==> src/design/pao_consts.svh <==
// Register map, field positions and reset values of the port A override block.
// Included by the single design module and by the testbench.
`ifndef PAO_CONSTS_SVH
`define PAO_CONSTS_SVH

`define PAO_ADR_DIR 8'h00
`define PAO_ADR_OUT 8'h04
`define PAO_ADR_PUE 8'h08
`define PAO_ADR_IN 8'h0c
`define PAO_ADR_CFG 8'h10
`define PAO_ADR_STAT 8'h14

`define PAO_CFG_REMAP 0
`define PAO_CFG_EXTCLK 1
`define PAO_STAT_RSTDIS 0
`define PAO_STAT_SLEEP 1

`define PAO_RST_PORT 8'h00
`define PAO_RST_CFG 2'h0

`define PAO_PIN_CLK 0
`define PAO_PIN_DATA 1
`define PAO_PIN_RST 2
`define PAO_PIN_CMPA 3
`define PAO_PIN_CAP 4
`define PAO_PIN_CMPB_ALT 5

`endif

==> src/design/pao_pkg.sv <==
// Types of the port A override block.
// Assumes the constants header sits beside it.
package pao_pkg;
    typedef struct packed {
        logic pullup_override_enable;
        logic pullup_override_value;
        logic direction_override_enable;
        logic direction_override_value;
        logic pin_value_override_enable;
        logic pin_value_override_value;
        logic output_toggle_override_enable;
        logic input_gate_override_enable;
        logic input_gate_override_value;
    } pao_ovr_t;

    typedef struct packed {
        logic [7:0] direction_bit;
        logic [7:0] output_value_bit;
        logic [7:0] pullup_enable_bit;
        logic [7:0] sync_meta;
        logic [7:0] pin_input_bit;
        logic [1:0] cfg;
        logic reset_pin_disabled;
        logic ack;
        logic [31:0] rdata;
    } pao_state_t;
endpackage

==> src/design/pao_port_a.sv <==
// Port A pin control with per-pin alternate function overrides and a Wishbone slave.
// Assumes pad inputs asynchronous to clk_i, peripherals driving per-pin overrides.
`timescale 1ns/10ps
`include "pao_consts.svh"

// What this block does
// - Without pull-up override, pull-up follows the pull-up enable register bit.
// - With pull-up override, pull-up follows the override value only.
// - Without direction override, driver enable follows the direction bit.
// - With direction override, driver enable follows the direction override value.
// - Driven pin with value override takes the override value.
// - Driven pin without value override takes the output register bit.
// - Toggle override inverts the pin's output register bit.
// - Without input override, digital input is clamped during sleep.
// - With input override, the override value gates the digital input.
// - Raw input goes out before the synchronizer; users synchronise it.
// - Analog signal taken straight from the pad, bypassing digital gating.
// - Register strobes shared per port, overrides separate per pin.
// - Pin 0 carries timer count, external clock, programming clock, change 0.
// - Compare B on pin 1 by default, pin 5 when remapped; pin 1 programming data.
// - Compare A on pin 3 and capture on pin 4 when remapped.
// - Each pin n is pin change source n; pin 2 is the reset input.
// - Writing one to an input register bit inverts the output bit.
// - External clock selected flag drives pin 0 overrides when set.
// - Reset pin disabled is one when its configuration bit reads zero.
module pao_port_a (
    // Clock and reset
    input wire logic clk_i,
    input wire logic rst_i,
    // Wishbone slave
    input wire logic wb_cyc_i,
    input wire logic wb_stb_i,
    input wire logic wb_we_i,
    input wire logic [7:0] wb_adr_i,
    input wire logic [3:0] wb_sel_i,
    input wire logic [31:0] wb_dat_i,
    output logic [31:0] wb_dat_o,
    output logic wb_ack_o,
    // Per-pin overrides from peripherals
    input wire pao_pkg::pao_ovr_t [7:0] ovr_i,
    // Timer compare outputs
    input wire logic timer_compare_a_out_i,
    input wire logic timer_compare_a_en_i,
    input wire logic timer_compare_b_out_i,
    input wire logic timer_compare_b_en_i,
    // System state
    input wire logic sleep_i,
    input wire logic reset_fuse_i,
    // Pads
    input wire logic [7:0] pad_i,
    output logic [7:0] pad_o,
    output logic [7:0] pad_oe_o,
    output logic [7:0] pad_pullup_o,
    // Inputs to peripherals
    output logic [7:0] raw_pin_input_o,
    output logic [7:0] analog_pad_signal_o,
    output logic [7:0] pin_change_source_o,
    output logic timer_external_count_in_o,
    output logic external_main_clock_in_o,
    output logic programming_clock_o,
    output logic programming_data_o,
    output logic timer_capture_in_o,
    output logic reset_pin_in_o,
    output logic external_clock_selected_o,
    output logic reset_pin_disabled_o
);
    import pao_pkg::*;

    pao_state_t s_q;
    pao_state_t s_d;
    pao_ovr_t [7:0] eff;
    logic [7:0] toggle;
    logic remap;
    logic ext_clk;
    logic req;
    logic wr;

    assign remap = s_q.cfg[`PAO_CFG_REMAP];
    assign ext_clk = s_q.cfg[`PAO_CFG_EXTCLK];
    assign req = wb_cyc_i && wb_stb_i && !s_q.ack;
    assign wr = req && wb_we_i && wb_sel_i[0];

    // Merge module overrides with the fixed port A functions
    always_comb begin
        eff = ovr_i;
        // External clock owns pin 0
        if (ext_clk) begin
            eff[`PAO_PIN_CLK].pullup_override_enable = 1'b1;
            eff[`PAO_PIN_CLK].pullup_override_value = 1'b0;
            eff[`PAO_PIN_CLK].direction_override_enable = 1'b1;
            eff[`PAO_PIN_CLK].direction_override_value = 1'b0;
            eff[`PAO_PIN_CLK].pin_value_override_enable = 1'b1;
            eff[`PAO_PIN_CLK].pin_value_override_value = 1'b0;
        end
        // Reset input keeps its pull-up, driver off
        if (!s_q.reset_pin_disabled) begin
            eff[`PAO_PIN_RST].pullup_override_enable = 1'b1;
            eff[`PAO_PIN_RST].pullup_override_value = 1'b1;
            eff[`PAO_PIN_RST].direction_override_enable = 1'b1;
            eff[`PAO_PIN_RST].direction_override_value = 1'b0;
        end
        // Compare B default or alternative pin
        if (timer_compare_b_en_i && !remap) begin
            eff[`PAO_PIN_DATA].pin_value_override_enable = 1'b1;
            eff[`PAO_PIN_DATA].pin_value_override_value = timer_compare_b_out_i;
        end
        if (timer_compare_b_en_i && remap) begin
            eff[`PAO_PIN_CMPB_ALT].pin_value_override_enable = 1'b1;
            eff[`PAO_PIN_CMPB_ALT].pin_value_override_value = timer_compare_b_out_i;
        end
        if (timer_compare_a_en_i && remap) begin
            eff[`PAO_PIN_CMPA].pin_value_override_enable = 1'b1;
            eff[`PAO_PIN_CMPA].pin_value_override_value = timer_compare_a_out_i;
        end
    end

    // Per-pin control, combinational
    genvar n;
    generate
        for (n = 0; n < 8; n++) begin : g_pin
            logic drv;
            logic gate;
            assign drv = eff[n].direction_override_enable ?
                eff[n].direction_override_value : s_q.direction_bit[n];
            assign gate = eff[n].input_gate_override_enable ?
                eff[n].input_gate_override_value : !sleep_i;
            assign pad_oe_o[n] = drv;
            assign pad_o[n] = eff[n].pin_value_override_enable ?
                eff[n].pin_value_override_value : s_q.output_value_bit[n];
            assign pad_pullup_o[n] = eff[n].pullup_override_enable ?
                eff[n].pullup_override_value : s_q.pullup_enable_bit[n];
            assign raw_pin_input_o[n] = pad_i[n] && gate;
            assign toggle[n] = eff[n].output_toggle_override_enable;
        end
    endgenerate

    assign analog_pad_signal_o = pad_i;
    assign pin_change_source_o = raw_pin_input_o;
    assign timer_external_count_in_o = raw_pin_input_o[`PAO_PIN_CLK];
    assign external_main_clock_in_o = raw_pin_input_o[`PAO_PIN_CLK];
    assign programming_clock_o = raw_pin_input_o[`PAO_PIN_CLK];
    assign programming_data_o = raw_pin_input_o[`PAO_PIN_DATA];
    assign timer_capture_in_o = remap && raw_pin_input_o[`PAO_PIN_CAP];
    assign reset_pin_in_o = raw_pin_input_o[`PAO_PIN_RST];
    assign external_clock_selected_o = ext_clk;
    assign reset_pin_disabled_o = s_q.reset_pin_disabled;
    assign wb_ack_o = s_q.ack;
    assign wb_dat_o = s_q.rdata;

    // Next state
    always_comb begin
        s_d = s_q;
        s_d.sync_meta = pad_i;
        s_d.pin_input_bit = s_q.sync_meta;
        s_d.reset_pin_disabled = !reset_fuse_i;
        s_d.ack = req;
        s_d.rdata = 32'h0000_0000;
        if (wr) begin
            unique case (wb_adr_i)
                `PAO_ADR_DIR: s_d.direction_bit = wb_dat_i[7:0];
                `PAO_ADR_OUT: s_d.output_value_bit = wb_dat_i[7:0];
                `PAO_ADR_PUE: s_d.pullup_enable_bit = wb_dat_i[7:0];
                `PAO_ADR_IN: s_d.output_value_bit = s_q.output_value_bit ^ wb_dat_i[7:0];
                `PAO_ADR_CFG: s_d.cfg = wb_dat_i[1:0];
                default: s_d.cfg = s_q.cfg;
            endcase
        end
        s_d.output_value_bit = s_d.output_value_bit ^ toggle;
        if (req && !wb_we_i) begin
            unique case (wb_adr_i)
                `PAO_ADR_DIR: s_d.rdata[7:0] = s_q.direction_bit;
                `PAO_ADR_OUT: s_d.rdata[7:0] = s_q.output_value_bit;
                `PAO_ADR_PUE: s_d.rdata[7:0] = s_q.pullup_enable_bit;
                `PAO_ADR_IN: s_d.rdata[7:0] = s_q.pin_input_bit;
                `PAO_ADR_CFG: s_d.rdata[1:0] = s_q.cfg;
                `PAO_ADR_STAT: s_d.rdata[1:0] = {sleep_i, s_q.reset_pin_disabled};
                default: s_d.rdata = 32'h0000_0000;
            endcase
        end
    end

    always_ff @(posedge clk_i) begin
        if (rst_i) begin
            s_q <= '0;
            s_q.direction_bit <= `PAO_RST_PORT;
            s_q.output_value_bit <= `PAO_RST_PORT;
            s_q.pullup_enable_bit <= `PAO_RST_PORT;
            s_q.cfg <= `PAO_RST_CFG;
        end else begin
            s_q <= s_d;
        end
    end
endmodule

==> config.mk <==
export PLATFORM = sky130hd
export DESIGN_NAME = pao_port_a
export DESIGN_NICKNAME = d
export VERILOG_FILES = /design/src/design/pao_pkg.sv /design/src/design/pao_port_a.sv
export VERILOG_INCLUDE_DIRS = /design/src /design/src/design
export SDC_FILE = /design/constraint.sdc
export NUM_CORES = 1
export LEC_CHECK = 0
export ABC_AREA = 1
export BUFFER_PORTS_ARGS = -buffer_cell sky130_fd_sc_hd__buf_2
export CAP_MARGIN = 20
export CORE_ASPECT_RATIO = 1.2
export CORE_MARGIN = 2
export CORE_UTILIZATION = 38
export CTS_CLUSTER_SIZE = 40
export DETAILED_ROUTE_END_ITERATION = 7
export GPL_ROUTABILITY_DRIVEN = 0
export HOLD_SLACK_MARGIN = 0.1
export PLACE_DENSITY = 0.77
export SLEW_MARGIN = 20
export SYNTH_ARGS = -nofsm -noshare
export SYNTH_HDL_FRONTEND = slang
export SYNTH_SLANG_ARGS = --single-unit
==> constraint.sdc <==
create_clock -name clk_i -period 1.4 [get_ports clk_i]
set_clock_uncertainty 0.15 [all_clocks]
set_input_delay 0.35 -clock clk_i [delete_from_list [all_inputs] [get_ports clk_i]]
set_output_delay 0.35 -clock clk_i [all_outputs]
set_load 0.01 [all_outputs]
After elaboration in Yosys (flattened, before gate mapping) --
Index checks and enable logic that the tools add are counted.
Storage, ports and cells: bits in registers 76, input bits 135, word-level logic and storage cells 87
Operators by class: equal/unequal tests 5, mux-type cells 42, bitwise operators 3, reduce and logical (&&, ||, !) cells 27
Operators with widths (count):
- $mux 1 | 32
- $pmux 6 s4 | 1
- $logic_and 1x1->1 | 17
- $eq 8x4->1 const B | 2
- $eq 8x5->1 const B | 2
- $mux 16 | 1
- $pmux 8 s2 | 1
- $xor 8x8->8 | 2
- $pmux 2 s6 | 1
- $eq 8x3->1 const B | 1
- $logic_not 8->1 | 1
- $mux 8 | 1
- $mux 2 | 3
- $mux 6 | 1
- $reduce_and 2->1 | 3
- $logic_not 1->1 | 5
- $mux 4 | 1
- $reduce_or 2->1 | 1
- $not 1->1 | 1

Longest topological paths before layout --
Gate-level depths: netlist (run 1).
depth after elaboration 6, gate-level depth with buffers 10, gate-level depth less buffers 9

Worst setup path after synthesis (run 1) --
No wires, ideal clock.
path kind input port to output port, start point input port sleep_i, end point output port pin_change_source_o[0], arrival time 1.096 ns, required time 0.900 ns, path slack -0.196 ns, cell stages on the path 4, path through inv_1 -> o21ai_0 -> a21oi_1 -> buf_4
On the way: longest elaborated chain between the ends 3
RTL lines:
- from (decl) | line pao_port_a.sv:47 | input wire logic sleep_i,
- $logic_not 1->1 | line pao_port_a.sv:126 | eff[n].input_gate_override_value : !sleep_i;
- $mux 1 | line pao_port_a.sv:125 | assign gate = eff[n].input_gate_override_enable ?
- $logic_and 1x1->1 | line pao_port_a.sv:132 | assign raw_pin_input_o[n] = pad_i[n] && gate;
- to (decl) | line pao_port_a.sv:57 | output logic [7:0] pin_change_source_o,
Every way passes these cells.

Worst setup path after layout (run 1) --
start point register s_q, in the netlist remap, end point output port pad_o[3]
On the way: longest elaborated chain between the ends 3
RTL lines:
- from (decl) | line pao_port_a.sv:69 | pao_state_t s_q;
- $logic_and 1x1->1 | line pao_port_a.sv:111 | if (timer_compare_a_en_i && remap) begin
- $mux 2 | line pao_port_a.sv:111
- $mux 1 | line pao_port_a.sv:128 | assign pad_o[n] = eff[n].pin_value_override_enable ?
- to (decl) | line pao_port_a.sv:51 | output logic [7:0] pad_o,
Every way passes these cells.

==> results of run 1 <==
stage by stage:
| stage | instances | setup TNS [ps] | hold slack (ps) | util, % |
|---|---|---|---|---|
| 3_5_place_dp | 756 | -10690 | 243.6 | 50.08 |
| 6_report | 787 | -3400 | 114.8 | 62.27 |
| 4_1_cts | 784 | -3333 | 104.2 | 57.58 |
| 2_1_floorplan | 508 | -406.8 | 238.3 | - |
| 5_1_grt | 787 | -5999 | 117.1 | 62.27 |
| 3_3_place_gp | 756 | -8728 | 245.6 | 50.08 |
report_power, final:
group / switching, W / internal (W)
clock network: 0.000532 / 0.000720
logic: 0.000504 / 0.000400
registers: 0.0000294 / 0.00152
layout make-up:
class	instances	area (µm²)
Tap cell	117	146.4
Sequential cell	52	1079
Multi-Input combinational cell	303	2122
Fill cell	716	3197
Clock buffer	5	68.82
Inverter	81	350.3
Clock inverter	3	68.82
Timing Repair Buffer	226	1440
cell usage in the layout (no fill, tap or decap), types with 12 or more instances in the layout:
master and n:
o21ai_1 20, inv_2 19, dfxtp_2 21, inv_1 55, a21oi_1 15, nand3_1 28, buf_4 39, a21oi_2 18
conb_1 24, o21ai_2 19, nand3_2 12, nand2_4 19, nor2_1 40, dfxtp_1 28, nand2_1 41, buf_2 167
registers in the layout, indices dropped and copies added (netlist names):
name / count
s_q: 32
s_d: 8
wb_dat_o: 8
external_clock_selected_o: 1
remap: 1
reset_pin_disabled_o: 1
wb_ack_o: 1
cell families after synthesis:
logic type / synth area share, %
other: 0.1146
AOI/OAI and AO/OA: 15.25
muxes: 0.6880
and+or+nand+nor: 26.30
buffers and inverters: 25.84
DFF: 31.80
worst max-delay path by stage:
| stage | to | depth (start not counted) | from |
|---|---|---|---|
| after global placement | wb_dat_o[6] | 9 | wb_adr_i[5] |
| after floorplan | s_q[65] | 10 | wb_cyc_i |
| final | pad_o[3] | 3 | remap |
| after global routing | pad_o[3] | 3 | remap |
| after CTS | pad_o[3] | 3 | remap |
| after detailed placement | wb_dat_o[3] | 9 | wb_adr_i[5] |
repair_timing:
item                       4_1_cts  5_1_grt
setup endpoints to repair       62       79
gates resized for setup        141       99
setup buffers                   18        2
pin swaps                       29       39
gates cloned                     1        1
hold endpoints to repair         1        0
hold buffers                     1        0
worst register-to-register path: cells and delay by family, from the launching register on:
family,cells,cell delay [ps]
flip-flops,1,350
AND/OR/NAND/NOR,8,690
buffers and inverters,1,230
metal layers:
layer	wire, µm	part of all wire [%]
met3	774	7.2
met2	5880	55
met4	304	2.8
met1	3813	35
met5	0	0
==> flow_summary_export.csv, run 1 <==
group,metric,value,unit
place,placed_area,0.004243,mm²
clock_network,cts_buffers,5,
clock_network,path_clk_slew,110,ps
power,irDropWorstVdd,0.4300,mV
logic_synthesis,synthTopCellsByCount,"inv_1, nand2_1, buf_4",
global_routing,grt_util_met3,2.976,%
global_routing,grt_max_degree,27,
clock_network,clk_latency,310,ps
timing,finalSetupViolations,41,
critical_path,reg2reg_from,"wb_ack_o",
global_routing,track_usage,20.68,%
final_layout,final_nets,804,
clock_network,cts_htree_levels,2,
detailed_routing,detail-route-antenna-nets,0,
timing,hold_viol_final,0,
critical_path,crit_family,"flip-flops",
clock_network,ctsRootBufferMaster,"clkbuf_8",
critical_path,worst_ep_required_time,900,ps
logic_synthesis,async_reset_ff_share,0,%
timing,rsz0062_at_grt,"yes",
min_path,hp-start,"pad_i[6]",
detailed_routing,vias_per_cell,4.778,
place,dp_hpwl,7156,µm
final_layout,final_cell_area,0.005275,mm²
global_routing,gr-total-overflow,0,
clock_network,cts_tree,"done",
min_path,hp-class,"input port to flip-flop",
critical_path,cp_max_fo,4,
floorplan,die_w,88.72,µm
status,violations,"negative setup slack",
timing,min_period,1708,ps
detailed_routing,drc,0,
place,place_ws,-339.0,ps
floorplan,boundaryPins,224,
clock_network,numClockSinks,52,
logic_synthesis,yosysTopAreaCellShare,31.80,%
detailed_routing,num_vias,3760,
logic_synthesis,yosys_warnings,0,
logic_synthesis,synth_most_common_cell,"inv_1",
timing,layout_setup_ws,-308.3,ps
critical_path,crit_chain,"nand2_2 > mux2_4 > buf_6",
logic_synthesis,synth_area_leader_cell,"dfxtp_1",
min_path,whs_path_depth,3,
power,pwr_density_cell,702.3,mW/mm²
detailed_routing,drt_iter0_markers,185,
logic_synthesis,ys.flop_type,"dfxtp_1",
detailed_routing,drtPass1Iterations,4,
clock_network,clockBufferDepth,2,
final_layout,diodes,0,
global_routing,antenna_found_initial,0,
power,leakage,2.576,nW
logic_synthesis,synth_edf_count,0,
critical_path,path_buf_inv,1,
global_routing,use_met1,22.10,%
place,port-buffer-count,172,
critical_path,arrival,1210,ps
logic_synthesis,synthTopCellsByArea,"dfxtp_1, buf_4, inv_1",
global_routing,grt_busiest_layer,"met2",
floorplan,die_height,105.7,µm
detailed_routing,wl_per_cell,13.69,µm
logic_synthesis,ys_seq_elements,52,
floorplan,fp.coreArea,0.008472,mm²
final_layout,areaGrowthSynthToFinish,61.16,%
critical_path,crit_slowest_cell,"dfxtp_4",
critical_path,r2r-end,"s_q[64]",
status,outcome,"finished, violations left",
timing,fmax,585.4,MHz
run,max_cap_violations,0,
critical_path,reg2reg_depth,9,
floorplan,initial_core_util,38.64,%
logic_synthesis,syn_area_per_cell,6.749,µm²
logic_synthesis,yosysSeqAreaShare,31.80,%
global_routing,grt_pass1_vias,3553,
critical_path,start_kind,"flip-flop",
logic_synthesis,synth_cell_type_count,29,
logic_synthesis,syn_area,0.003273,mm²
floorplan,row_count,37,
final_layout,drive_gt1_share,60.30,%
logic_synthesis,syn-instance-count,485,
critical_path,r2r_setup_slack,-110,ps
floorplan,dieArea,0.009375,mm²
detailed_routing,drt_wl_total,10770,µm
power,p_total,0.003705,W
critical_path,max_stage_delay,420,ps
timing,final-max-slew-violation-count,0,
critical_path,cp-end-kind,"output port",
timing,min_period_over_period,122.0,%
min_path,min_to,"s_d[42]",
global_routing,grt_pass1_wl,15440,µm
global_routing,use_met2,39.61,%
critical_path,setup.worst_path.class,"flip-flop to output port",
(Power assumes the default switching activity.)
==> run 2: changes to the inputs <==
--- a/config.mk
+++ b/config.mk
@@ -11,12 +11,12 @@
 export CAP_MARGIN = 20
 export CORE_ASPECT_RATIO = 1.2
 export CORE_MARGIN = 2
-export CORE_UTILIZATION = 38
+export CORE_UTILIZATION = 42
 export CTS_CLUSTER_SIZE = 40
 export DETAILED_ROUTE_END_ITERATION = 7
 export GPL_ROUTABILITY_DRIVEN = 0
 export HOLD_SLACK_MARGIN = 0.1
-export PLACE_DENSITY = 0.77
+export PLACE_DENSITY = 0.81
 export SLEW_MARGIN = 20
 export SYNTH_ARGS = -nofsm -noshare
 export SYNTH_HDL_FRONTEND = slang
==> constraint.sdc (replaced) <==
create_clock -name clk_i -period 1.65 [get_ports clk_i]
set_clock_uncertainty 0.15 [all_clocks]
set_input_delay 0.4125 -clock clk_i [delete_from_list [all_inputs] [get_ports clk_i]]
set_output_delay 0.4125 -clock clk_i [all_outputs]
set_load 0.01 [all_outputs]
==> flow_summary_export.csv, run 2 (synthesized netlist as in run 1, its figures left out) <==
group,metric,value,unit
status,outcome,"finished, violations left",
status,violations,"negative setup slack",
floorplan,initial_core_util,42.96,%
critical_path,start_kind,"flip-flop",
place,port-buffer-count,172,
detailed_routing,wl_per_cell,12.00,µm
clock_network,cts_tree,"done",
detailed_routing,drt_iter0_markers,164,
global_routing,grt_max_degree,27,
clock_network,numClockSinks,52,
floorplan,fp.coreArea,0.007620,mm²
min_path,hp-start,"reset_fuse_i",
critical_path,r2r_setup_slack,150,ps
timing,hold_viol_final,0,
place,dp_hpwl,7136,µm
global_routing,grt_pass1_vias,3251,
clock_network,ctsHoldBuffers,0,
final_layout,final_nets,773,
final_layout,drive_gt1_share,39.34,%
final_layout,final_util,55.80,%
final_layout,regMostFlops,"s_q",
critical_path,cp_max_fo,4,
timing,layout_setup_ws,-74.39,ps
detailed_routing,drc,0,
floorplan,die_w,84.59,µm
timing,min_period_over_period,104.5,%
detailed_routing,num_vias,3535,
global_routing,track_usage,20.22,%
min_path,min_to,"reset_pin_disabled_o",
power,irDropWorstVdd,0.3553,mV
final_layout,final_common_cell,"buf_2",
detailed_routing,drtPass1Iterations,4,
min_path,whs_path_depth,2,
timing,finalSetupViolations,3,
final_layout,diodes,0,
min_path,hp-class,"input port to flip-flop",
clock_network,clockBufferDepth,2,
floorplan,boundaryPins,224,
critical_path,setup.worst_path.class,"flip-flop to output port",
global_routing,antenna_found_initial,0,
critical_path,cp-end-kind,"output port",
final_layout,layout_common_cells,"buf_2, inv_1, nand2_1",
timing,final-max-slew-violation-count,0,
critical_path,worst_ep_required_time,1090,ps
clock_network,cts_buffers,5,
timing,fmax,579.9,MHz
power,pwr_density_cell,675.8,mW/mm²
run,max_cap_violations,0,
clock_network,clk_latency,300,ps
final_layout,largest_register_ffs,32,
global_routing,grt_pass1_wl,14020,µm
floorplan,row_count,35,
critical_path,reg2reg_depth,6,
clock_network,ctsRootBufferMaster,"clkbuf_8",
detailed_routing,vias_per_cell,4.842,
timing,setup_tns,-158.1,ps
timing,min_period,1724,ps
power,leakage,2.239,nW
place,place_ws,-162.6,ps
floorplan,dieArea,0.008518,mm²
detailed_routing,detail-route-antenna-nets,0,
floorplan,die_height,100.7,µm
global_routing,gr-total-overflow,0,
final_layout,areaGrowthSynthToFinish,29.89,%
clock_network,path_clk_slew,90,ps
critical_path,r2r-end,"s_q[58]",
detailed_routing,drt_wl_total,8759,µm
clock_network,cts_htree_levels,2,
timing,rsz0062_at_grt,"yes",
critical_path,reg2reg_from,"wb_ack_o",
critical_path,arrival,1160,ps
## run 2: cell types whose count changed in the layout (fill, tap and decap cells not counted), moves of 17 or more
| cell | delta |
|---|---|
| buf_4 | -20 |
| inv_1 | +20 |
| nand2_1 | +21 |
| nand2_4 | -17 |
| nand3_1 | +18 |
| o21ai_0 | +31 |
| o21ai_2 | -17 |
## run 2: layout make-up
class / count / area [µm²]
Clock buffer: 5 / 68.82
Clock inverter: 2 / 60.06
Fill cell: 745 / 3368
Inverter: 81 / 311.5
Multi-Input combinational cell: 303 / 1546
Sequential cell: 52 / 1060
Tap cell: 92 / 115.1
Timing Repair Buffer: 195 / 1090
## run 2: what timing repair did
action / CTS / global route
setup endpoints to repair: 28 / 27
pin swaps: 2 / 3
resized for setup: 20 / 29
setup buffers: 3 / 1
## run 2: power by group
group	total, W	switching, W	internal, W	leakage [nW]
sequential	0.00131	0.0000214	0.00129	0.430
clock	0.000990	0.000393	0.000597	0.0642
combinational	0.000572	0.000319	0.000252	1.75
total	0.00287	0.000734	0.00214	2.24
## run 2: metrics by stage
step / cell area (µm²) / instances / power (W) / hold slack (ps)
after detailed placement: 3995 / 719 / 0.001880 / 245.2
after global routing: 4252 / 730 / 0.003023 / 100.2
after global placement: 3995 / 719 / 0.001861 / 245.6
after floorplan: 3368 / 508 / 0.001700 / 238.3
final: 4252 / 730 / 0.002873 / 117.8
after CTS: 4172 / 729 / 0.002867 / 111.0
## run 2: metal layers
metal,wire length (µm),global-route usage (%),vias up
met4,192,7.570,0
met2,4657,37.25,155
li1,-,-,1766
met5,0,0,-
met3,643,4.423,16
met1,3266,22.70,1598
## run 2: critical path: stages, from the launching register on
cell and delay [ps]:
dfxtp_4 390, nand2_2 60, mux2_4 300, buf_6 120
## run 2: worst max-delay path by stage
stage                      startpoint                     end  cells after the start
after floorplan               sleep_i  pin_change_source_o[1]                      4
after global placement    wb_adr_i[6]                 s_q[69]                      9
after global routing            remap                pad_o[3]                      3
after detailed placement  wb_adr_i[7]                 s_q[72]                      9
final                           remap                pad_o[3]                      3
after CTS                       remap      timer_capture_in_o                      3
